$ cat config.mk
export PLATFORM = sky130hd
export DESIGN_NAME = tdrc_ctrl
export DESIGN_NICKNAME = d
export VERILOG_FILES = /design/src/tdrc_pkg.sv /design/src/tdrc_timer.sv /design/src/tdrc_ctrl.sv
export SDC_FILE = /design/constraint.sdc
export NUM_CORES = 1
export LEC_CHECK = 0
export BUFFER_PORTS_ARGS = -buffer_cell sky130_fd_sc_hd__buf_4
export CORE_UTILIZATION = 63
export CTS_BUF_LIST = sky130_fd_sc_hd__clkbuf_4
export DETAILED_ROUTE_END_ITERATION = 10
export PLACE_DENSITY_LB_ADDON = 0.15
export SKIP_CTS_REPAIR_TIMING = 1
export SYNTH_ARGS = -nofsm -noshare
export SYNTH_HDL_FRONTEND = slang
export SYNTH_SLANG_ARGS = --single-unit
$ cat constraint.sdc
create_clock -name clk_sys -period 3.8 [get_ports clk_sys]
set_input_delay 0.95 -clock clk_sys [delete_from_list [all_inputs] [get_ports clk_sys]]
set_output_delay 0.95 -clock clk_sys [all_outputs]
set_load 0.01 [all_outputs]
$ cat src/tdrc_pkg.sv
// Package: register map, field layout, reset values and timing for the reflectometry control
package tdrc_pkg;

	// ********************************
	// Register map
	// ********************************
	localparam logic [15:0] ADDR_GEN_CFG = 16'h0180;
	localparam logic [15:0] ADDR_SIL_CFG = 16'h0181;
	localparam logic [15:0] ADDR_SEG_LO = 16'h0182;
	localparam logic [15:0] ADDR_SEG_HI = 16'h0183;
	localparam logic [15:0] ADDR_HOLD_LO = 16'h0184;
	localparam logic [15:0] ADDR_HOLD_HI = 16'h0185;
	localparam logic [15:0] ADDR_CTRL = 16'h0186;
	localparam logic [15:0] ADDR_STATUS = 16'h0187;
	localparam logic [15:0] ADDR_IRQ_STAT = 16'h0188;
	localparam logic [15:0] ADDR_IRQ_CLR = 16'h0189;
	localparam logic [15:0] ADDR_IRQ_EN = 16'h018a;

	// ********************************
	// Reset values and writable masks
	// ********************************
	localparam logic [15:0] RST_GEN_CFG = 16'h3a90;
	localparam logic [15:0] RST_SIL_CFG = 16'hc850;
	localparam logic [15:0] RST_SEG_LO = 16'h5326;
	localparam logic [15:0] RST_SEG_HI = 16'ha01e;
	localparam logic [15:0] RST_HOLD_LO = 16'he976;
	localparam logic [15:0] RST_HOLD_HI = 16'h19cf;
	localparam logic [15:0] MSK_GEN_CFG = 16'hffff;
	localparam logic [15:0] MSK_SIL_CFG = 16'hfff0;
	localparam logic [15:0] MSK_SEG_LO = 16'h7fff;
	localparam logic [15:0] MSK_SEG_HI = 16'hff3f;
	localparam logic [15:0] MSK_HOLD_LO = 16'hff77;
	localparam logic [15:0] MSK_HOLD_HI = 16'h39ff;

	// ********************************
	// Field positions
	// ********************************
	localparam int POS_PAIR_CD_SKIP = 12;
	localparam int POS_CROSS_LISTEN_DISABLE = 11;
	localparam int POS_LINK_PULSE_CHECK = 10;
	localparam int POS_AVG_CODE = 7;
	localparam int POS_SEG_COUNT = 4;
	localparam int POS_CYCLE_TIME = 0;
	localparam int POS_SIL_TH = 8;
	localparam int POS_POST_TIMER = 6;
	localparam int POS_PRE_TIMER = 4;
	localparam int POS_SEG1 = 0;
	localparam int POS_SEG2 = 5;
	localparam int POS_SEG3 = 10;
	localparam int POS_SEG4 = 0;
	localparam int POS_SEG5 = 8;
	localparam int POS_HOLD1 = 0;
	localparam int POS_HOLD2 = 4;
	localparam int POS_HOLD3 = 8;
	localparam int POS_HOLD4 = 12;
	localparam int POS_HOLD5 = 0;
	localparam int POS_CTRL_START = 0;
	localparam int POS_CTRL_ABORT = 1;
	localparam logic [2:0] AVG_CODE_RESERVED = 3'h7;
	localparam logic [2:0] AVG_CODE_MAX = 3'h6;
	localparam logic [2:0] SEG_COUNT_MAX = 3'h5;
	localparam logic [2:0] SEG_COUNT_MIN = 3'h1;
	localparam logic [1:0] CHAN_LAST_SKIP = 2'h1;
	localparam logic [1:0] CHAN_LAST_ALL = 2'h3;

	// ********************************
	// Timing
	// ********************************
	localparam int CLK_PERIOD_NS = 50;
	localparam int MICROSECOND_NS = 1000;
	localparam int SILENCE_UNIT_US = 1;
	localparam logic [15:0] CYCLES_PER_US = 16'(MICROSECOND_NS / CLK_PERIOD_NS);
	localparam logic [15:0] SILENCE_UNIT_CYC = 16'(SILENCE_UNIT_US * MICROSECOND_NS / CLK_PERIOD_NS);

	// Interrupt bit layout
	localparam int IRQ_DONE = 0;
	localparam int IRQ_FAIL = 1;
	localparam int IRQ_PEAK = 2;
	localparam int IRQ_W = 3;

	typedef enum logic [4:0] {
		ST_IDLE = 5'h01,
		ST_PRE = 5'h02,
		ST_SEG = 5'h04,
		ST_PAD = 5'h08,
		ST_POST = 5'h10
	} tdrc_state_e_t;

	typedef struct packed {
		logic [15:0] addr;
		logic [15:0] wdata;
		logic wr;
		logic rd;
	} tdrc_bus_req_t;

	typedef struct packed {
		logic [7:0] energy;
		logic link_pulse;
		logic peak_max;
	} tdrc_line_in_t;

endpackage

$ cat src/tdrc_timer.sv
// Down-counting phase timer with a registered expiry flag
`timescale 1ns/100ps
module tdrc_timer (
	input wire logic clk_sys,
	input wire logic reset,
	input wire logic ce,
	input wire logic load,
	input wire logic [15:0] load_value,
	output logic expired
);
	typedef struct packed {
		logic [15:0] cnt;
		logic zero;
	} tdrc_timer_st_t;

	tdrc_timer_st_t s_r;
	tdrc_timer_st_t s_nxt;

	// Expired stands in the last counted cycle, so the user acts on the
	// load_value-th edge and a phase lasts exactly load_value cycles
	always_comb begin
		s_nxt = s_r;
		if (load) begin
			s_nxt.cnt = load_value;
			s_nxt.zero = (load_value <= 16'h0001);
		end else if (s_r.cnt != 16'h0000) begin
			s_nxt.cnt = s_r.cnt - 16'h0001;
			s_nxt.zero = (s_r.cnt <= 16'h0002);
		end
	end

	always_ff @(posedge clk_sys) begin
		if (reset) begin
			s_r <= '{cnt: 16'h0000, zero: 1'b1};
		end else if (ce) begin
			s_r <= s_nxt;
		end
	end

	assign expired = s_r.zero;

	property p_timer_load;
		@(posedge clk_sys) disable iff (reset)
		(ce && load && load_value == 16'h0003) ##1 (ce && !load) [*3] |-> expired;
	endproperty
	a_timer_load: assert property (p_timer_load) else $error("timer did not expire on time");
endmodule

$ cat src/tdrc_ctrl.sv
// Reflectometry cable test configuration registers and test sequencer
`timescale 1ns/100ps
module tdrc_ctrl (
	input wire logic clk_sys,
	input wire logic reset,
	input wire logic ce,
	input wire tdrc_pkg::tdrc_bus_req_t bus_req,
	output logic [15:0] reg_rdata,
	input wire tdrc_pkg::tdrc_line_in_t line_in,
	output logic tx_active,
	output logic [1:0] tx_channel,
	output logic [3:0] listen_mask,
	output logic [2:0] seg_index,
	output logic peak_found,
	output logic test_busy,
	output logic irq
);
	typedef struct packed {
		tdrc_pkg::tdrc_state_e_t st;
		logic [15:0] gen_cfg;
		logic [15:0] sil_cfg;
		logic [15:0] seg_lo;
		logic [15:0] seg_hi;
		logic [15:0] hold_lo;
		logic [15:0] hold_hi;
		logic [15:0] rdata;
		logic [1:0] chan;
		logic [6:0] avg_cnt;
		logic [2:0] seg;
		logic [3:0] hold_cnt;
		logic hold_act;
		logic tx_active;
		logic [3:0] listen;
		logic peak;
		logic fail_pre;
		logic fail_post;
		logic done;
		logic [tdrc_pkg::IRQ_W-1:0] irq_stat;
		logic [tdrc_pkg::IRQ_W-1:0] irq_en;
		logic irq;
		logic busy;
	} tdrc_ctrl_st_t;

	tdrc_ctrl_st_t s_r;
	tdrc_ctrl_st_t s_nxt;
	logic ph_load;
	logic [15:0] ph_value;
	logic ph_expired;
	logic cy_load;
	logic [15:0] cy_value;
	logic cy_expired;

	// ********************************
	// Configuration decode
	// ********************************
	logic pair_cd_skip;
	logic cross_listen_disable;
	logic link_pulse_check;
	logic [2:0] average_count_code;
	logic [2:0] segment_count;
	logic [2:0] seg_last;
	logic [3:0] cycle_time_us;
	logic [7:0] silence_energy_threshold;
	logic [1:0] post_quiet_timer;
	logic [1:0] pre_quiet_timer;
	logic [6:0] avg_last;
	logic [1:0] chan_last;
	logic energy_hit;
	logic pulse_hit;

	assign pair_cd_skip = s_r.gen_cfg[tdrc_pkg::POS_PAIR_CD_SKIP];
	assign cross_listen_disable = s_r.gen_cfg[tdrc_pkg::POS_CROSS_LISTEN_DISABLE];
	assign link_pulse_check = s_r.gen_cfg[tdrc_pkg::POS_LINK_PULSE_CHECK];
	assign average_count_code = s_r.gen_cfg[tdrc_pkg::POS_AVG_CODE +: 3];
	assign segment_count = s_r.gen_cfg[tdrc_pkg::POS_SEG_COUNT +: 3];
	assign cycle_time_us = s_r.gen_cfg[tdrc_pkg::POS_CYCLE_TIME +: 4];
	assign silence_energy_threshold = s_r.sil_cfg[tdrc_pkg::POS_SIL_TH +: 8];
	assign post_quiet_timer = s_r.sil_cfg[tdrc_pkg::POS_POST_TIMER +: 2];
	assign pre_quiet_timer = s_r.sil_cfg[tdrc_pkg::POS_PRE_TIMER +: 2];

	// Reserved averaging code behaves as the largest legal one
	assign avg_last = (average_count_code == tdrc_pkg::AVG_CODE_RESERVED) ?
		7'((8'h01 << tdrc_pkg::AVG_CODE_MAX) - 8'h01) :
		7'((8'h01 << average_count_code) - 8'h01);
	// Only five segments have lengths; zero still runs one
	assign seg_last = (segment_count > tdrc_pkg::SEG_COUNT_MAX) ? tdrc_pkg::SEG_COUNT_MAX :
		(segment_count < tdrc_pkg::SEG_COUNT_MIN) ? tdrc_pkg::SEG_COUNT_MIN :
		segment_count;
	assign chan_last = pair_cd_skip ? tdrc_pkg::CHAN_LAST_SKIP : tdrc_pkg::CHAN_LAST_ALL;
	assign energy_hit = line_in.energy > silence_energy_threshold;
	assign pulse_hit = link_pulse_check && line_in.link_pulse;

	function automatic logic [15:0] seg_length(input logic [2:0] seg);
		case (seg)
			3'h1: seg_length = {11'h000, s_r.seg_lo[tdrc_pkg::POS_SEG1 +: 5]};
			3'h2: seg_length = {11'h000, s_r.seg_lo[tdrc_pkg::POS_SEG2 +: 5]};
			3'h3: seg_length = {11'h000, s_r.seg_lo[tdrc_pkg::POS_SEG3 +: 5]};
			3'h4: seg_length = {10'h000, s_r.seg_hi[tdrc_pkg::POS_SEG4 +: 6]};
			default: seg_length = {8'h00, s_r.seg_hi[tdrc_pkg::POS_SEG5 +: 8]};
		endcase
	endfunction

	function automatic logic [3:0] seg_holdoff(input logic [2:0] seg);
		case (seg)
			3'h1: seg_holdoff = {1'b0, s_r.hold_lo[tdrc_pkg::POS_HOLD1 +: 3]};
			3'h2: seg_holdoff = {1'b0, s_r.hold_lo[tdrc_pkg::POS_HOLD2 +: 3]};
			3'h3: seg_holdoff = s_r.hold_lo[tdrc_pkg::POS_HOLD3 +: 4];
			3'h4: seg_holdoff = s_r.hold_lo[tdrc_pkg::POS_HOLD4 +: 4];
			default: seg_holdoff = s_r.hold_hi[tdrc_pkg::POS_HOLD5 +: 4];
		endcase
	endfunction

	function automatic logic [3:0] chan_listen(input logic [1:0] ch, input logic [1:0] last,
		input logic solo);
		if (solo) begin
			chan_listen = 4'h1 << ch;
		end else begin
			chan_listen = (last == tdrc_pkg::CHAN_LAST_SKIP) ? 4'h3 : 4'hf;
		end
	endfunction

	// ********************************
	// Next state
	// ********************************
	always_comb begin
		logic [tdrc_pkg::IRQ_W-1:0] ev;
		logic [tdrc_pkg::IRQ_W-1:0] clr;
		logic start;
		logic abort;
		ev = '0;
		clr = '0;
		start = 1'b0;
		abort = 1'b0;
		s_nxt = s_r;
		ph_load = 1'b0;
		ph_value = 16'h0000;
		cy_load = 1'b0;
		cy_value = 16'h0000;
		s_nxt.peak = 1'b0;
		s_nxt.rdata = 16'h0000;

		// Register writes; software keeps config still during a run
		if (bus_req.wr) begin
			if (bus_req.addr == tdrc_pkg::ADDR_GEN_CFG) begin
				s_nxt.gen_cfg = bus_req.wdata & tdrc_pkg::MSK_GEN_CFG;
			end else if (bus_req.addr == tdrc_pkg::ADDR_SIL_CFG) begin
				s_nxt.sil_cfg = bus_req.wdata & tdrc_pkg::MSK_SIL_CFG;
			end else if (bus_req.addr == tdrc_pkg::ADDR_SEG_LO) begin
				s_nxt.seg_lo = bus_req.wdata & tdrc_pkg::MSK_SEG_LO;
			end else if (bus_req.addr == tdrc_pkg::ADDR_SEG_HI) begin
				s_nxt.seg_hi = bus_req.wdata & tdrc_pkg::MSK_SEG_HI;
			end else if (bus_req.addr == tdrc_pkg::ADDR_HOLD_LO) begin
				s_nxt.hold_lo = bus_req.wdata & tdrc_pkg::MSK_HOLD_LO;
			end else if (bus_req.addr == tdrc_pkg::ADDR_HOLD_HI) begin
				s_nxt.hold_hi = bus_req.wdata & tdrc_pkg::MSK_HOLD_HI;
			end else if (bus_req.addr == tdrc_pkg::ADDR_CTRL) begin
				start = bus_req.wdata[tdrc_pkg::POS_CTRL_START];
				abort = bus_req.wdata[tdrc_pkg::POS_CTRL_ABORT];
			end else if (bus_req.addr == tdrc_pkg::ADDR_IRQ_CLR) begin
				clr = bus_req.wdata[tdrc_pkg::IRQ_W-1:0];
			end else if (bus_req.addr == tdrc_pkg::ADDR_IRQ_EN) begin
				s_nxt.irq_en = bus_req.wdata[tdrc_pkg::IRQ_W-1:0];
			end
		end

		// Register reads, data stand one cycle later
		if (bus_req.rd) begin
			if (bus_req.addr == tdrc_pkg::ADDR_GEN_CFG) begin
				s_nxt.rdata = s_r.gen_cfg;
			end else if (bus_req.addr == tdrc_pkg::ADDR_SIL_CFG) begin
				s_nxt.rdata = s_r.sil_cfg;
			end else if (bus_req.addr == tdrc_pkg::ADDR_SEG_LO) begin
				s_nxt.rdata = s_r.seg_lo;
			end else if (bus_req.addr == tdrc_pkg::ADDR_SEG_HI) begin
				s_nxt.rdata = s_r.seg_hi;
			end else if (bus_req.addr == tdrc_pkg::ADDR_HOLD_LO) begin
				s_nxt.rdata = s_r.hold_lo;
			end else if (bus_req.addr == tdrc_pkg::ADDR_HOLD_HI) begin
				s_nxt.rdata = s_r.hold_hi;
			end else if (bus_req.addr == tdrc_pkg::ADDR_STATUS) begin
				s_nxt.rdata = {5'h00, s_r.chan, s_r.seg, 1'b0, s_r.tx_active,
					s_r.fail_post, s_r.fail_pre, s_r.done, (s_r.st != tdrc_pkg::ST_IDLE)};
			end else if (bus_req.addr == tdrc_pkg::ADDR_IRQ_STAT) begin
				s_nxt.rdata = {13'h0000, s_r.irq_stat};
			end else if (bus_req.addr == tdrc_pkg::ADDR_IRQ_EN) begin
				s_nxt.rdata = {13'h0000, s_r.irq_en};
			end
		end

		// Hold-off after the maximum, dropped if the segment ends first
		if (s_r.hold_act) begin
			if (s_r.hold_cnt == 4'h0) begin
				s_nxt.hold_act = 1'b0;
				s_nxt.peak = 1'b1;
				ev[tdrc_pkg::IRQ_PEAK] = 1'b1;
			end else begin
				s_nxt.hold_cnt = s_r.hold_cnt - 4'h1;
			end
		end

		case (s_r.st)
			tdrc_pkg::ST_IDLE: begin
				if (start) begin
					s_nxt.st = tdrc_pkg::ST_PRE;
					s_nxt.done = 1'b0;
					s_nxt.fail_pre = 1'b0;
					s_nxt.fail_post = 1'b0;
					s_nxt.chan = 2'h0;
					s_nxt.avg_cnt = 7'h00;
					ph_load = 1'b1;
					ph_value = 16'(({14'h0000, pre_quiet_timer} + 16'h0001) *
						tdrc_pkg::SILENCE_UNIT_CYC);
				end
			end
			tdrc_pkg::ST_PRE: begin
				if (energy_hit || pulse_hit) begin
					s_nxt.fail_pre = 1'b1;
					s_nxt.done = 1'b1;
					s_nxt.st = tdrc_pkg::ST_IDLE;
					ev[tdrc_pkg::IRQ_DONE] = 1'b1;
					ev[tdrc_pkg::IRQ_FAIL] = 1'b1;
				end else if (ph_expired) begin
					s_nxt.st = tdrc_pkg::ST_SEG;
					s_nxt.seg = 3'h1;
					s_nxt.tx_active = 1'b1;
					s_nxt.listen = chan_listen(s_r.chan, chan_last, cross_listen_disable);
					ph_load = 1'b1;
					ph_value = seg_length(3'h1);
					cy_load = 1'b1;
					cy_value = 16'({12'h000, cycle_time_us} * tdrc_pkg::CYCLES_PER_US);
				end
			end
			tdrc_pkg::ST_SEG: begin
				if (line_in.peak_max && !s_r.hold_act) begin
					s_nxt.hold_act = 1'b1;
					s_nxt.hold_cnt = seg_holdoff(s_r.seg);
				end
				if (ph_expired) begin
					s_nxt.hold_act = 1'b0;
					if (s_r.seg >= seg_last) begin
						s_nxt.st = tdrc_pkg::ST_PAD;
						s_nxt.tx_active = 1'b0;
						s_nxt.listen = 4'h0;
					end else begin
						s_nxt.seg = s_r.seg + 3'h1;
						ph_load = 1'b1;
						ph_value = seg_length(s_r.seg + 3'h1);
					end
				end
			end
			tdrc_pkg::ST_PAD: begin
				// Cycle timer paces averaged cycles even if segments are short
				if (cy_expired) begin
					if (s_r.avg_cnt != avg_last) begin
						s_nxt.avg_cnt = s_r.avg_cnt + 7'h01;
					end else if (s_r.chan != chan_last) begin
						s_nxt.avg_cnt = 7'h00;
						s_nxt.chan = s_r.chan + 2'h1;
					end
					if (s_r.avg_cnt == avg_last && s_r.chan == chan_last) begin
						s_nxt.st = tdrc_pkg::ST_POST;
						s_nxt.seg = 3'h0;
						ph_load = 1'b1;
						ph_value = 16'(({14'h0000, post_quiet_timer} + 16'h0001) *
							tdrc_pkg::SILENCE_UNIT_CYC);
					end else begin
						s_nxt.st = tdrc_pkg::ST_SEG;
						s_nxt.seg = 3'h1;
						s_nxt.tx_active = 1'b1;
						s_nxt.listen = chan_listen(s_nxt.chan, chan_last, cross_listen_disable);
						ph_load = 1'b1;
						ph_value = seg_length(3'h1);
						cy_load = 1'b1;
						cy_value = 16'({12'h000, cycle_time_us} * tdrc_pkg::CYCLES_PER_US);
					end
				end
			end
			tdrc_pkg::ST_POST: begin
				if (energy_hit || pulse_hit) begin
					s_nxt.fail_post = 1'b1;
				end
				if (ph_expired) begin
					s_nxt.st = tdrc_pkg::ST_IDLE;
					s_nxt.done = 1'b1;
					ev[tdrc_pkg::IRQ_DONE] = 1'b1;
					ev[tdrc_pkg::IRQ_FAIL] = s_r.fail_post || energy_hit || pulse_hit;
				end
			end
			default: begin
				s_nxt.st = tdrc_pkg::ST_IDLE;
			end
		endcase

		if (abort && s_r.st != tdrc_pkg::ST_IDLE) begin
			s_nxt.st = tdrc_pkg::ST_IDLE;
			s_nxt.tx_active = 1'b0;
			s_nxt.listen = 4'h0;
			s_nxt.hold_act = 1'b0;
		end

		// Busy kept in a flop so the output has no decode behind it
		s_nxt.busy = (s_nxt.st != tdrc_pkg::ST_IDLE);

		// An event in the clearing cycle survives
		s_nxt.irq_stat = (s_r.irq_stat & ~clr) | ev;
		s_nxt.irq = |(s_nxt.irq_stat & s_nxt.irq_en);
	end

	// ********************************
	// State register
	// ********************************
	always_ff @(posedge clk_sys) begin
		if (reset) begin
			s_r <= '0;
			s_r.st <= tdrc_pkg::ST_IDLE;
			s_r.gen_cfg <= tdrc_pkg::RST_GEN_CFG;
			s_r.sil_cfg <= tdrc_pkg::RST_SIL_CFG;
			s_r.seg_lo <= tdrc_pkg::RST_SEG_LO;
			s_r.seg_hi <= tdrc_pkg::RST_SEG_HI;
			s_r.hold_lo <= tdrc_pkg::RST_HOLD_LO;
			s_r.hold_hi <= tdrc_pkg::RST_HOLD_HI;
		end else if (ce) begin
			s_r <= s_nxt;
		end
	end

	tdrc_timer u_phase_timer (
		.clk_sys(clk_sys),
		.reset(reset),
		.ce(ce),
		.load(ph_load),
		.load_value(ph_value),
		.expired(ph_expired)
	);

	tdrc_timer u_cycle_timer (
		.clk_sys(clk_sys),
		.reset(reset),
		.ce(ce),
		.load(cy_load),
		.load_value(cy_value),
		.expired(cy_expired)
	);

	assign reg_rdata = s_r.rdata;
	assign tx_active = s_r.tx_active;
	assign tx_channel = s_r.chan;
	assign listen_mask = s_r.listen;
	assign seg_index = s_r.seg;
	assign peak_found = s_r.peak;
	assign test_busy = s_r.busy;
	assign irq = s_r.irq;

	// ********************************
	// Checks
	// ********************************
	property p_skip_cd;
		@(posedge clk_sys) disable iff (reset)
		(tx_active && pair_cd_skip) |-> (tx_channel <= 2'h1);
	endproperty
	a_skip_cd: assert property (p_skip_cd) else $error("channel C or D driven while skipped");

	property p_solo_listen;
		@(posedge clk_sys) disable iff (reset)
		(tx_active && cross_listen_disable) |-> (listen_mask == (4'h1 << tx_channel));
	endproperty
	a_solo_listen: assert property (p_solo_listen) else $error("listening across channels");

	property p_pulse_fail;
		@(posedge clk_sys) disable iff (reset)
		(ce && s_r.st == tdrc_pkg::ST_PRE && link_pulse_check && line_in.link_pulse &&
			!bus_req.wr) |=> (s_r.fail_pre && !test_busy);
	endproperty
	a_pulse_fail: assert property (p_pulse_fail) else $error("link pulse not failing");

	property p_seg_range;
		@(posedge clk_sys) disable iff (reset)
		tx_active |-> (seg_index >= 3'h1 && seg_index <= seg_last);
	endproperty
	a_seg_range: assert property (p_seg_range) else $error("segment index out of range");

	property p_pre_energy;
		@(posedge clk_sys) disable iff (reset)
		(ce && s_r.st == tdrc_pkg::ST_PRE && energy_hit && !bus_req.wr)
			|=> (s_r.fail_pre && s_r.done && !tx_active);
	endproperty
	a_pre_energy: assert property (p_pre_energy) else $error("pre energy not failing");

	property p_post_energy;
		@(posedge clk_sys) disable iff (reset)
		(ce && s_r.st == tdrc_pkg::ST_POST && energy_hit && !bus_req.wr) |=> s_r.fail_post;
	endproperty
	a_post_energy: assert property (p_post_energy) else $error("post energy not failing");

	property p_reset_words;
		@(posedge clk_sys) $fell(reset) |-> (s_r.gen_cfg == 16'h3a90 &&
			s_r.sil_cfg == 16'hc850 && s_r.seg_lo == 16'h5326 && s_r.seg_hi == 16'ha01e);
	endproperty
	a_reset_words: assert property (p_reset_words) else $error("bad config reset");

	property p_peak_holdoff;
		@(posedge clk_sys) disable iff (reset)
		$rose(peak_found) |-> $past(s_r.hold_act);
	endproperty
	a_peak_holdoff: assert property (p_peak_holdoff) else $error("peak without hold-off");

	property p_start_seq;
		@(posedge clk_sys) disable iff (reset)
		(ce && !test_busy && bus_req.wr && bus_req.addr == tdrc_pkg::ADDR_CTRL &&
			bus_req.wdata[0] && !bus_req.wdata[1]) |=> (s_r.st == tdrc_pkg::ST_PRE && test_busy);
	endproperty
	a_start_seq: assert property (p_start_seq) else $error("start not taken");

	c_pass: cover property (@(posedge clk_sys) disable iff (reset)
		(s_r.st == tdrc_pkg::ST_POST) ##1 (s_r.done && !s_r.fail_post));
	c_pre_fail: cover property (@(posedge clk_sys) disable iff (reset) $rose(s_r.fail_pre));
	c_peak: cover property (@(posedge clk_sys) disable iff (reset) peak_found);
	c_irq: cover property (@(posedge clk_sys) disable iff (reset) $rose(irq));
endmodule

# Word-level counts from Yosys, hierarchy flattened
# Index checks and enable logic that the tools add are counted.
classes:
  n_addsub: 9
  mul: 3
  magnitude_cmp: 8
  eq_ne: 48
  n_shift: 3
  mux: 129
  bitwise_logic: 9
  reduce_logical: 35
ops:
  columns: ["operator", "n"]
  rows:
  - ["16-bit by 9-bit equality test with 1-bit output, second input constant", 11]
  - ["16-bit 2-to-1 mux", 8]
  - ["5-bit 2-to-1 mux", 19]
  - ["3-bit 2-to-1 mux", 28]
  - ["17-bit 2-to-1 mux", 4]
  - ["16-bit case mux with 4 select lines", 1]
  - ["9-bit 2-to-1 mux", 6]
  - ["9-bit case mux with 2 select lines", 2]
  - ["16-bit by 2-bit <= comparator with 1-bit output, second input constant", 2]
  - ["8-bit case mux with 4 select lines", 1]
  - ["16-bit nonzero test", 2]
  - ["16-bit by 1-bit subtractor with 16-bit output, second input constant", 2]
  - ["1-bit 2-to-1 mux", 30]
  - ["5-bit case mux with 5 select lines", 1]
  - ["8-bit 2-to-1 mux", 3]
  - ["16-bit by 1-bit <= comparator with 1-bit output, second input constant", 1]
  - ["4-bit 2-to-1 mux", 4]
  - ["4-bit case mux with 4 select lines", 1]
  - ["4-bit AND reduction", 4]
  - ["8-bit AND reduction", 2]
  - ["5-bit case mux with 3 select lines", 1]
  - ["5-bit AND reduction", 3]
  - ["14-bit 2-to-1 mux", 1]
  - ["7-bit 2-to-1 mux", 2]
  - ["58 further kinds", 105]
totals:
  regBits: 172
  inputBits: 47
  wordCells: 271

# Logic depth before layout (Yosys ltp)
# Gate-level depths: netlist (run 1).
depth:
  ltp_word: 15
  depth_mapped: 13
  depth_no_buf: 11

# Hierarchy
# A second synthesis (run 1) with hierarchy kept.
unflattened:
  hier_cells: 1350
  hier_area_um2: 10656.5
modules_own_cells:
  columns: ["mod", "instances", "cells_per_inst", "area_each_um2", "seq_area_each_um2"]
  rows:
  - ["tdrc_ctrl", 1, 1036, 8081.5, 2762.6]
  - ["tdrc_timer", 2, 157, 1287.5, 340.3]

# Worst setup path after synthesis (run 1)
# Ideal clock, no wire load.
synth_path:
  path_type: "input to register"
  start: "in line_in[7] (netlist name)"
  end: "reg u_cycle_timer.s_r[8] (netlist name)"
  setup_ns: 0.101
  arrival_ns: 3.127
  required_time_ns: 3.699
  slack_ns: 0.572
  cell_stages: 8
  path_buffers: 0
  path_cell_list: "ha_1 a211o_1 o211ai_1 nand4_1 a21bo_2 o22ai_1 o21ai_1 o41ai_1"
synth_via:
  elab_chain_len: 6
  elab_cells_between_ends: 9
synth_rtl:
  columns: ["item", "line_no", "source"]
  rows:
  - ["start: declaration", "tdrc_ctrl.sv:9", "input wire tdrc_pkg::tdrc_line_in_t line_in,"]
  - ["8-bit greater-than comparator *", "tdrc_ctrl.sv:90", "assign energy_hit = line_in.energy > silence_energy_threshold;"]
  - ["1-bit logical OR *", "tdrc_ctrl.sv:216", "if (energy_hit || pulse_hit) begin"]
  - ["1-bit 2-to-1 mux", "tdrc_ctrl.sv:216", null]
  - ["1-bit case mux with 2 select lines", "tdrc_ctrl.sv:201", "case (s_r.st)"]
  - ["2-bit nonzero test (no source line)", null, null]
  - ["2-bit AND reduction (no source line)", null, null]
  - ["end signal: assignment", "tdrc_timer.sv:34", "s_r <= '{cnt: 16'h0000, zero: 1'b1};"]
  - ["end signal: assignment", "tdrc_timer.sv:36", "s_r <= s_nxt;"]
  - ["end: declaration", "tdrc_timer.sv:16", "tdrc_timer_st_t s_r;"]
# Every way passes the cells marked *; elsewhere a longest branch is shown, timed or not.
# A chain may end at the register's enable or synchronous reset.

# Worst setup path after layout (run 1)
layout_path:
  start: "reg u_phase_timer.s_r[9] (netlist name)"
  end: "reg u_phase_timer.s_r[5] (netlist name)"
layout_via:
  elab_chain_len: 3
layout_rtl:
  columns: ["item", "line_no", "source"]
  rows:
  - ["start: declaration", "tdrc_timer.sv:16", null]
  - ["start signal: assignment", "tdrc_timer.sv:34", null]
  - ["start signal: assignment", "tdrc_timer.sv:36", null]
  - ["16-bit nonzero test", "tdrc_timer.sv:26", "end else if (s_r.cnt != 16'h0000) begin"]
  - ["2-bit nonzero test (no source line)", null, null]
  - ["2-bit AND reduction (no source line)", null, null]
# No other way between the ends.

==> key figures, run 1 <==
Clocking
  – # H-tree levels: 4
  – Worst-case clock buffer depth: 2
  – Skew-Pair Late Insertion Delay: 0.64 ns
  – CTS buffer count: 17
  – CTS tree: done
  – # clock sinks: 172
  – Root buffer cell: clkbuf_4
  – Clock slew at reported path FFs: 0.17 ns

Yosys
  – Synth Flop Type: dfxtp_1
  – Number of enable flip-flop cells after synthesis: 0
  – Syn Std Cell Area: 0.01000 sq mm
  – Syn_area_per_cell: about 8 sq um
  – YS warnings: 0
  – Mapped Cells: 1245
  – Sequential share of the synthesized area: 34.42%
  – Yosys cell types: 88
  – Post-Syn Nets: 1324
  – Yosys reg bits: ~170
  – Post-synth ARST share: 0%

GRT
  – GRT busiest layer: met2
  – Met2 Use GR: 60.42%
  – Largest net degree at the start of global routing: 35
  – Tot GR Track Use: 39.16%
  – GRT overflow: 0
  – First-pass GRT wire length: 49670 um
  – Initial antenna violation count: 1
  – Vias in the first global route: 9278
  – Grt met1 use: 51.80%
  – GRT met3 Usage: ~8.3%

Finish
  – Multi-input combinational cell area: about 0.0059 sq mm
  – Nets: 1356
  – Share of layout cells above drive strength 1: 14.34%
  – Fill cells: 1282
  – Reg area: roughly 0.0034 sq mm
  – Commonest non-fill, non-tap cell in the layout: nand2_1
  – Area growth syn-to-layout: 9.317%
  – Commonest non-fill, non-tap cells in the layout: 200 x nand2_1, 172 x dfxtp_1, 116 x buf_4

Worst setup path
  – CP max FO: 18
  – FF-to-FF Start: u_phase_timer.s_r[9]$_SDFFE_PP0P_
  – Kind of end point of the critical path: flop
  – Reg2Reg Depth: 8
  – Worst EP required: 4.33 ns
  – CP Class: flop to flop
  – Reg-to-Reg End: u_phase_timer.s_r[5]$_SDFFE_PP0P_
  – Worst setup SP type: flop
  – Critical Path AT: 3.68 ns
  – Worst R2R Setup Slack: 0.65 ns

STA
  – Min Tclk post-route: 3.151 ns
  – RSZ-0062 raised after global routing: false
  – Final Skew: 0.02687 ns
  – Fmax: 317.4 MHz
  – TNS Setup: 0 ns
  – Slew HR: 21.24%
  – Final hold violations: 0
  – Final period util: 82.92%
  – Worst Tran Pin Value: between 1 and 1.5 ns
  – Final setup viols: 0
  – Pins Over Slew Limit: 0

Route
  – Vias: a little over 10000
  – DR iter-0 viols: 1172
  – Via density: 6.711
  – Antenna viol nets, final: 0
  – Drt first pass iters: 8
  – Drt total wl: about 32000 um
  – # DRC: 0
  – WL/cell: approximately 21 um

Hold path
  – Hold path cells: 2
  – Min-delay src: s_r[144]$_SDFFE_PP0P_
  – WHS Endpoint: s_r[144]$_SDFFE_PP0P_
  – Hold WC Path Type: flop to flop

Power and ir drop
  – Power consumption: around 4.6 mW
  – Power per cell area: 424.6 mW/mm^2
  – Peak supply drop: 0.0002995 V
  – LEAKAGE: 4.199 nW

Die
  – Width of the die: approximately 130 um
  – Chip Height: about 130 um
  – Top Ports: 76
  – Core ar.: 0.01537 sq mm
  – FP Rows: 45
  – Die area: 0.01639 sq mm
  – Starting Density: between 60% and 70%

Placed design
  – GP Congestion: 0.9639
  – I/O Buffers: 75
  – HPWL Detailed: ~23000 um

Flow run
  – Max-cap viol count: 0

Outcome
  – Status: completed
## worst max path at each step
stage                                                  from                                 end  slack, ns  cells past startpoint
after CTS                 u_phase_timer.s_r[9]$_SDFFE_PP0P_   u_phase_timer.s_r[5]$_SDFFE_PP0P_       0.67                      8
after global placement                           line_in[7]  u_cycle_timer.s_r[12]$_SDFFE_PP0P_       0.28                     10
final                     u_phase_timer.s_r[9]$_SDFFE_PP0P_   u_phase_timer.s_r[5]$_SDFFE_PP0P_       0.65                      8
after detailed placement                        bus_req[28]  u_phase_timer.s_r[13]$_SDFFE_PP0P_       0.20                      9
after global routing      u_cycle_timer.s_r[7]$_SDFFE_PP0P_   u_cycle_timer.s_r[1]$_SDFFE_PP0P_       0.34                      7
after floorplan                                  line_in[7]   u_cycle_timer.s_r[8]$_SDFFE_PP0P_       0.57                      8
## routing by layer
metal,up-vias,routed length [um]
li1,4631,-
met1,4699,12870
met2,628,13830
met3,122,3284
met4,0,1556
met5,-,0
## through the flow
step	instance area [sq um]	utilization, %	setup WS, ns	instances	hold slack (ns)
6_report	10940	71.15	0.6491	1502	0.4645
5_1_grt	10940	71.15	0.3449	1502	0.4820
4_1_cts	10930	71.14	0.6685	1501	0.4644
3_5_place_dp	10610	69.01	0.1976	1469	0.4450
3_3_place_gp	10610	69.01	0.2789	1469	0.4358
2_1_floorplan	10000	-	0.5716	1245	0.4263
## final cells by class
type	instances	share of cell area (%)
antenna	1	0.02288
clock buffer	17	1.167
clock inverter	15	1.819
inverter	42	1.441
multi-input combinational	928	53.69
sequential	172	31.48
tap	211	2.414
timing repair buffer	116	7.963
## power breakdown
group          internal (mW)  switching (mW)  total [mW]  leakage [nW]
clock network          0.375           0.794        1.17         0.169
registers               1.94           0.147        2.09          1.39
logic                  0.585           0.804        1.39          2.64
total                   2.90            1.74        4.64          4.20
## synthesized netlist by cell type (18+ instances only)
library cell  count  share of area, %
nand2_1         200               7.5
dfxtp_1         172                34
a21oi_1         103               5.2
nor2_1           81               3.0
clkbuf_1         62               2.3
mux2i_1          52               5.2
inv_1            41               1.5
nand3_1          38               1.9
o21ai_0          38               1.9
ha_1             31               3.9
buf_4            27               2.0
o211ai_1         19               1.4
a31oi_1          18               1.1
## flip-flops by register name, summed over array words and instances (netlist names), 2 cells and up
signal,count
tx_channel,2
u_cycle_timer.s_r,16
cycle_time_us,4
u_phase_timer.s_r,16
reg_rdata,16
average_count_code,3
listen_mask,4
s_r,95
pre_quiet_timer,2
post_quiet_timer,2
seg_index,3
## kinds of logic (layout without fill, tap and decap cells)
group                    count (synthesis)  count (layout)  share of synthesized area [%]
multiplexers                            61              61                          6.216
adder cells (fa/ha/maj)                 32              32                          4.077
AND/OR/NAND/NOR                        459             459                          22.10
AO/OA/AOI/OAI                          364             364                          25.14
XOR/XNOR                                12              12                          1.051
other                                    0               1                              0
flip-flops                             172             172                          34.42
buffers and inverters                  145             190                          7.003
## worst max-delay path: stages, from the launching register on
cell and delay, ns:
dfxtp_1 0.39, or4_4 0.57, or3_4 0.35, or2_4 0.25, or3_4 0.39, o31ai_4 0.56, buf_4 0.27, a21oi_2 0.04
o32ai_1 0.25
No activity file was read; power rests on OpenSTA's default activity.
==> run 2, diff against run 1 <==
--- a/config.mk
+++ b/config.mk
@@ -6,7 +6,7 @@
 export NUM_CORES = 1
 export LEC_CHECK = 0
 export BUFFER_PORTS_ARGS = -buffer_cell sky130_fd_sc_hd__buf_4
-export CORE_UTILIZATION = 63
+export CORE_UTILIZATION = 57
 export CTS_BUF_LIST = sky130_fd_sc_hd__clkbuf_4
 export DETAILED_ROUTE_END_ITERATION = 10
 export PLACE_DENSITY_LB_ADDON = 0.15
==> constraint.sdc (replaced) <==
create_clock -name clk_sys -period 2.8 [get_ports clk_sys]
set_input_delay 0.7 -clock clk_sys [delete_from_list [all_inputs] [get_ports clk_sys]]
set_output_delay 0.7 -clock clk_sys [all_outputs]
set_load 0.01 [all_outputs]
==> run 2 against run 1 <==
Core utilization down 2.6 points. Clock power grew 37%. Wire length rose by 5.7%. Worst setup slack worse by 0.61 ns.
==> key figures, run 2 (same netlist as run 1, synthesis figures left out) <==
Finish
  – Commonest non-fill, non-tap cell in the layout: buf_4 (was nand2_1)
  – Fill cells: 1479 (was 1282)
  – Nets: 1453 (was 1356)
  – Multi-input combinational cell area: 0.005973 sq mm (was 0.005872 sq mm)
  – Area growth syn-to-layout: 18.11% (was 9.317%)
  – Largest register FFs: 95 (unchanged)
  – Non-Filler Instances: 1613 (was 1502)
  – Largest reg by FF count: s_r (unchanged)
  – Share of layout cells above drive strength 1: 21.70% (was 14.34%)
  – Commonest non-fill, non-tap cells in the layout: 210 x buf_4, 200 x nand2_1, 169 x dfxtp_1 (was 200 x nand2_1, 172 x dfxtp_1, 116 x buf_4)
  – Reg area: 0.003447 sq mm (was 0.003443 sq mm)
  – Final Core Density: 68.55% (was 71.15%)

GRT
  – First-pass GRT wire length: 52310 um (was 49670 um)
  – Tot GR Track Use: 37.41% (was 39.16%)
  – Vias in the first global route: 9548 (was 9278)
  – Largest net degree at the start of global routing: 45 (was 35)
  – GRT overflow: 0 (unchanged)
  – Initial antenna violation count: 1 (unchanged)

STA
  – Worst Tran Pin Value: 0.7466 ns (was 1.179 ns)
  – Pins Over Slew Limit: 0 (unchanged)
  – Final period util: 98.66% (was 82.92%)
  – Slew HR: 50.04% (was 21.24%)
  – RSZ-0062 raised after global routing: true (was false)
  – Fmax: 362.0 MHz (was 317.4 MHz)
  – Final hold violations: 0 (unchanged)
  – Final setup viols: 0 (unchanged)
  – Min Tclk post-route: 2.762 ns (was 3.151 ns)
  – Final Skew: 0.02466 ns (was 0.02687 ns)
  – TNS Setup: 0 ns (unchanged)

Worst setup path
  – Worst EP required: 3.33 ns (was 4.33 ns)
  – CP max FO: 8 (was 18)
  – CP Class: flop to flop (unchanged)
  – CP most frequent cell: or3_4 (unchanged)
  – CP max stage cell: or4_4 (unchanged)
  – Worst R2R Setup Slack: 0.04 ns (was 0.65 ns)
  – Kind of end point of the critical path: flop (unchanged)
  – Slowest Stage Delay on Critical Path: 0.53 ns (was 0.57 ns)
  – Family with the most delay on the worst path: simple AND/OR/NAND/NOR gates (unchanged)
  – Critical Path, Cell by Cell: or4_4 -> or3_4 -> or2_4 -> or3_4 -> o31ai_4 -> buf_6 -> nor2_1 -> o211a_1 (was or4_4 -> or3_4 -> or2_4 -> or3_4 -> o31ai_4 -> buf_4 -> a21oi_2 -> o32ai_1)
  – CP bufs+invs: 1 (unchanged)
  – Worst setup SP type: flop (unchanged)
  – Critical Path AT: 3.29 ns (was 3.68 ns)

Flow run
  – Max-cap viol count: 0 (unchanged)

Placed design
  – HPWL Detailed: 24920 um (was 22870 um)
  – Dpl cells: 1575 (was 1469)
  – I/O Buffers: 75 (unchanged)
  – GP Congestion: 0.9432 (was 0.9639)

Clocking
  – CTS buffer count: 17 (unchanged)
  – Clock slew at reported path FFs: 0.18 ns (was 0.17 ns)
  – Worst-case clock buffer depth: 2 (unchanged)
  – # H-tree levels: 4 (unchanged)
  – Skew-Pair Late Insertion Delay: 0.63 ns (was 0.64 ns)
  – Root buffer cell: clkbuf_4 (unchanged)
  – # clock sinks: 172 (unchanged)
  – CTS tree: done (unchanged)

Die
  – Die area: 0.01809 sq mm (was 0.01639 sq mm)
  – Top Ports: 76 (unchanged)
  – FP Rows: 48 (was 45)
  – Starting Density: 58.04% (was 65.09%)
  – Width of the die: 134.5 um (was 128.0 um)
  – Core ar.: 0.01724 sq mm (was 0.01537 sq mm)
  – Chip Height: 134.5 um (was 128.0 um)

Route
  – Vias: 10290 (was 10080)
  – Drt first pass iters: 5 (was 8)
  – # DRC: 0 (unchanged)
  – Via density: 6.378 (was 6.711)
  – WL/cell: 20.66 um (was 21.00 um)
  – Antenna viol nets, final: 0 (unchanged)
  – Drt total wl: 33330 um (was 31540 um)
  – DR iter-0 viols: 1227 (was 1172)

Outcome
  – Status: completed (unchanged)

Hold path
  – Hold WC Path Type: primary input to flop (was flop to flop)

Power and ir drop
  – LEAKAGE: 4.696 nW (was 4.199 nW)
  – Power consumption: 6.649 mW (was 4.644 mW)
  – Peak supply drop: 0.0005819 V (was 0.0002995 V)
  – Power per cell area: 562.7 mW/mm^2 (was 424.6 mW/mm^2)
-- run 2: cell count changes in the layout (fill, tap and decap cells not counted), sizes merged --
cell	before	now
buf	116	213
-- run 2: worst paths after layout --
| path | from | end | depth (start not counted) |
|---|---|---|---|
| min | bus_req[13] | s_r[77]$_SDFFE_PP1P_ | 3 |
| min reg2reg | s_r[144]$_SDFFE_PP0P_ | s_r[144]$_SDFFE_PP0P_ | 2 |
| max reg2reg | u_phase_timer.s_r[9]$_SDFFE_PP0P_ | u_phase_timer.s_r[3]$_SDFFE_PP0P_ | 8 |
| max | u_phase_timer.s_r[9]$_SDFFE_PP0P_ | u_phase_timer.s_r[3]$_SDFFE_PP0P_ | 8 |
-- run 2: report_power, final --
group | leakage (nW) | switching [mW] | total, mW | internal (mW)
sequential | 1.39 | 0.180 | 2.81 | 2.63
combinational | 3.13 | 1.20 | 2.24 | 1.04
clock | 0.169 | 1.09 | 1.60 | 0.509
-- run 2: cell type report --
type | instances | share of cell area (%)
antenna | 1 | 0.02118
clock buffer | 17 | 1.080
clock inverter | 15 | 1.684
inverter | 42 | 1.334
multi-input combinational | 928 | 50.55
sequential | 172 | 29.17
tap | 225 | 2.382
timing repair buffer | 213 | 13.78
-- run 2: through the flow --
stage,hold slack (ns),area (sq um),worst slack (ns)
final,0.3372,11820,0.03763
after global routing,0.2998,11820,-0.04065
after CTS,0.3043,11710,-0.1114
after detailed placement,0.4426,11390,-0.2567
after global placement,0.4357,11390,-0.1746
after floorplan,0.4263,10060,0.01196
-- run 2: per-layer routing --
metal	routed length, um	share of wire, %	global-route usage (%)	vias up
met1	14280	43	49.53	4872
met4	1289	3.9	15.79	0
met3	2612	7.8	7.095	103
li1	-	-	-	4829
met2	15150	45	59.64	484
met5	0	0	0	-
-- run 2: tightest hold or removal path, stage by stage --
cell     delay [ns]
buf_4          0.12
mux2i_1        0.07
nand2_1        0.06
==> run 3, diff against run 2 <==
==> constraint.sdc (replaced) <==
create_clock -name clk_sys -period 2.4 [get_ports clk_sys]
set_input_delay 0.6 -clock clk_sys [delete_from_list [all_inputs] [get_ports clk_sys]]
set_output_delay 0.6 -clock clk_sys [all_outputs]
set_load 0.01 [all_outputs]
==> run 3 against run 2 <==
The run now ends with setup timing left. Die area stayed put. Core utilization is 6.8 points higher. Wire length is 3.6% higher. Clock skew is 0.0047 ns higher. Largest power group is now combinational logic.
==> key figures, run 3 (same netlist as run 1, synthesis figures left out) <==
Worst setup path
  – Slowest Stage Delay on Critical Path: 0.54 ns (was 0.53 ns)
  – Reg2Reg Depth: 9 (was 8)
  – FF-to-FF Start: u_phase_timer.s_r[9]$_SDFFE_PP0P_ (unchanged)
  – Worst EP required: 2.92 ns (was 3.33 ns)
  – Setup crit start: u_phase_timer.s_r[9]$_SDFFE_PP0P_ (unchanged)
  – Critical Path AT: 3.26 ns (was 3.29 ns)
  – CP max stage cell: or4_4 (unchanged)
  – Critical Path, Cell by Cell: or4_4 -> or3_4 -> or2_4 -> or3_4 -> o31ai_4 -> buf_12 -> buf_4 -> a21oi_2 -> o32ai_1 (was or4_4 -> or3_4 -> or2_4 -> or3_4 -> o31ai_4 -> buf_6 -> nor2_1 -> o211a_1)
  – CP max FO: 12 (was 8)
  – Worst R2R Setup Slack: -0.34 ns (was 0.04 ns)
  – CP most frequent cell: or3_4 (unchanged)
  – Kind of end point of the critical path: flop (unchanged)
  – Reg-to-Reg End: u_phase_timer.s_r[5]$_SDFFE_PP0P_ (was u_phase_timer.s_r[3]$_SDFFE_PP0P_)
  – Worst setup SP type: flop (unchanged)
  – CP Class: flop to flop (unchanged)

Clocking
  – CTS buffer count: 17 (unchanged)
  – Worst-case clock buffer depth: 2 (unchanged)
  – # clock sinks: 172 (unchanged)
  – # H-tree levels: 4 (unchanged)
  – CTS tree: done (unchanged)
  – Clock slew at reported path FFs: 0.18 ns (about the same)
  – Skew-Pair Late Insertion Delay: 0.61 ns (was 0.63 ns)
  – Root buffer cell: clkbuf_4 (unchanged)

Die
  – Chip Height: 134.5 um (unchanged)
  – Top Ports: 76 (unchanged)
  – Die area: 0.01809 sq mm (unchanged)
  – Core ar.: 0.01724 sq mm (unchanged)
  – Width of the die: 134.5 um (unchanged)
  – FP Rows: 48 (unchanged)
  – Starting Density: 58.04% (unchanged)

STA
  – TNS Setup: -7.672 ns (was 0 ns)
  – Pins Over Slew Limit: 0 (unchanged)
  – Final WS setup: -0.3403 ns (was 0.03763 ns)
  – Final setup viols: 39 (was 0)
  – Final period util: 114.2% (was 98.66%)
  – Worst Tran Pin Value: 0.5671 ns (was 0.7466 ns)
  – Final Skew: 0.02941 ns (was 0.02466 ns)
  – Hold slack final: 0.2518 ns (was 0.3372 ns)
  – Fmax: 364.9 MHz (was 362.0 MHz)
  – Slew HR: 61.84% (was 50.04%)
  – RSZ-0062 raised after global routing: true (unchanged)
  – Min Tclk post-route: 2.740 ns (was 2.762 ns)
  – Final hold violations: 0 (unchanged)

Placed design
  – Placed cell areas: 0.01220 sq mm (was 0.01139 sq mm)
  – GP Congestion: 1.028 (was 0.9432)
  – I/O Buffers: 75 (unchanged)
  – Dpl ws: -0.6028 ns (was -0.2567 ns)
  – HPWL Detailed: 25190 um (was 24920 um)

Hold path
  – Min-delay src: bus_req[5] (was bus_req[13])
  – Hold WC Path Type: primary input to flop (unchanged)
  – WHS Endpoint: s_r[85]$_SDFFE_PP1P_ (was s_r[77]$_SDFFE_PP1P_)
  – Hold path cells: 3 (unchanged)

Finish
  – Commonest non-fill, non-tap cells in the layout: 273 x buf_4, 198 x nand2_1, 166 x dfxtp_1 (was 210 x buf_4, 200 x nand2_1, 169 x dfxtp_1)
  – Final Cell Area: 0.01299 sq mm (was 0.01182 sq mm)
  – Area growth syn-to-layout: 29.88% (was 18.11%)
  – Largest reg by FF count: s_r (unchanged)
  – Reg area: 0.003451 sq mm (was 0.003447 sq mm)
  – Fill cells: 1305 (was 1479)
  – Nets: 1536 (was 1453)
  – Share of layout cells above drive strength 1: 29.66% (was 21.70%)
  – Largest register FFs: 95 (unchanged)
  – Commonest non-fill, non-tap cell in the layout: buf_4 (unchanged)
  – Multi-input combinational cell area: 0.006399 sq mm (was 0.005973 sq mm)

Route
  – Vias: 10760 (was 10290)
  – Antenna viol nets, final: 0 (unchanged)
  – Drt total wl: 34520 um (was 33330 um)
  – DR iter-0 viols: 1277 (was 1227)
  – # DRC: 0 (unchanged)
  – WL/cell: 20.35 um (was 20.66 um)
  – Drt first pass iters: 9 (was 5)
  – Via density: 6.346 (was 6.378)

Outcome
  – Status: finished, violations left (was completed)
  – Failing checks: setup timing

Power and ir drop
  – Power consumption: 8.718 mW (was 6.649 mW)
  – LEAKAGE: 5.249 nW (was 4.696 nW)
  – Power per cell area: 670.9 mW/mm^2 (was 562.7 mW/mm^2)
  – Peak supply drop: 0.0008066 V (was 0.0005819 V)

Flow run
  – Max-cap viol count: 0 (unchanged)

GRT
  – Initial antenna violation count: 2 (was 1)
  – Largest net degree at the start of global routing: 55 (was 45)
  – Vias in the first global route: 9882 (was 9548)
  – GRT overflow: 0 (unchanged)
  – Tot GR Track Use: 37.50% (was 37.41%)
  – First-pass GRT wire length: 52600 um (was 52310 um)
[run 3: power by group]
part / internal, mW / switching, mW / total (mW) / leakage (nW)
Combinational: 1.75 / 1.84 / 3.59 / 3.69
Sequential: 3.07 / 0.194 / 3.27 / 1.39
Clock: 0.596 / 1.26 / 1.86 / 0.168
[run 3: layer usage]
layer  vias up  part of all wire (%)  GRT usage, %
met5         -                 0.035             0
met1      5114                    41         49.34
li1       4997                     -             -
met4         2                   4.4         16.79
met3       111                   8.1         6.607
met2       539                    46         60.13
[run 3: critical path: cells and delay by family, from the launching register on]
kind / cells / cell delay (ns)
buffers and inverters: 2 / 0.30
DFF: 1 / 0.35
AOI/OAI and AO/OA: 3 / 0.48
and+or+nand+nor: 4 / 1.53
[run 3: worst max path at each step]
stage,endpoint,cells past startpoint
floorplan,u_phase_timer.s_r[3]$_SDFFE_PP0P_,9
global placement,u_phase_timer.s_r[13]$_SDFFE_PP0P_,10
detailed placement,u_cycle_timer.s_r[7]$_SDFFE_PP0P_,12
CTS,u_phase_timer.s_r[5]$_SDFFE_PP0P_,8
global route,u_phase_timer.s_r[16]$_SDFFE_PP0P_,13
finish,u_phase_timer.s_r[5]$_SDFFE_PP0P_,9
[run 3: stage by stage]
step / cells / utilization, %
after floorplan: 1245 / -
after global placement: 1651 / 70.78
after detailed placement: 1651 / 70.78
after CTS: 1683 / 72.65
after global routing: 1696 / 75.38
final: 1696 / 75.38
[run 3: layout make-up]
type	count	share of cell area [%]
antenna	1	0.01926
timing repair buffer	296	18.32
multi-input combinational	928	49.24
tap	225	2.167
clock inverter	15	1.493
sequential	172	26.56
inverter	42	1.213
clock buffer	17	0.9822
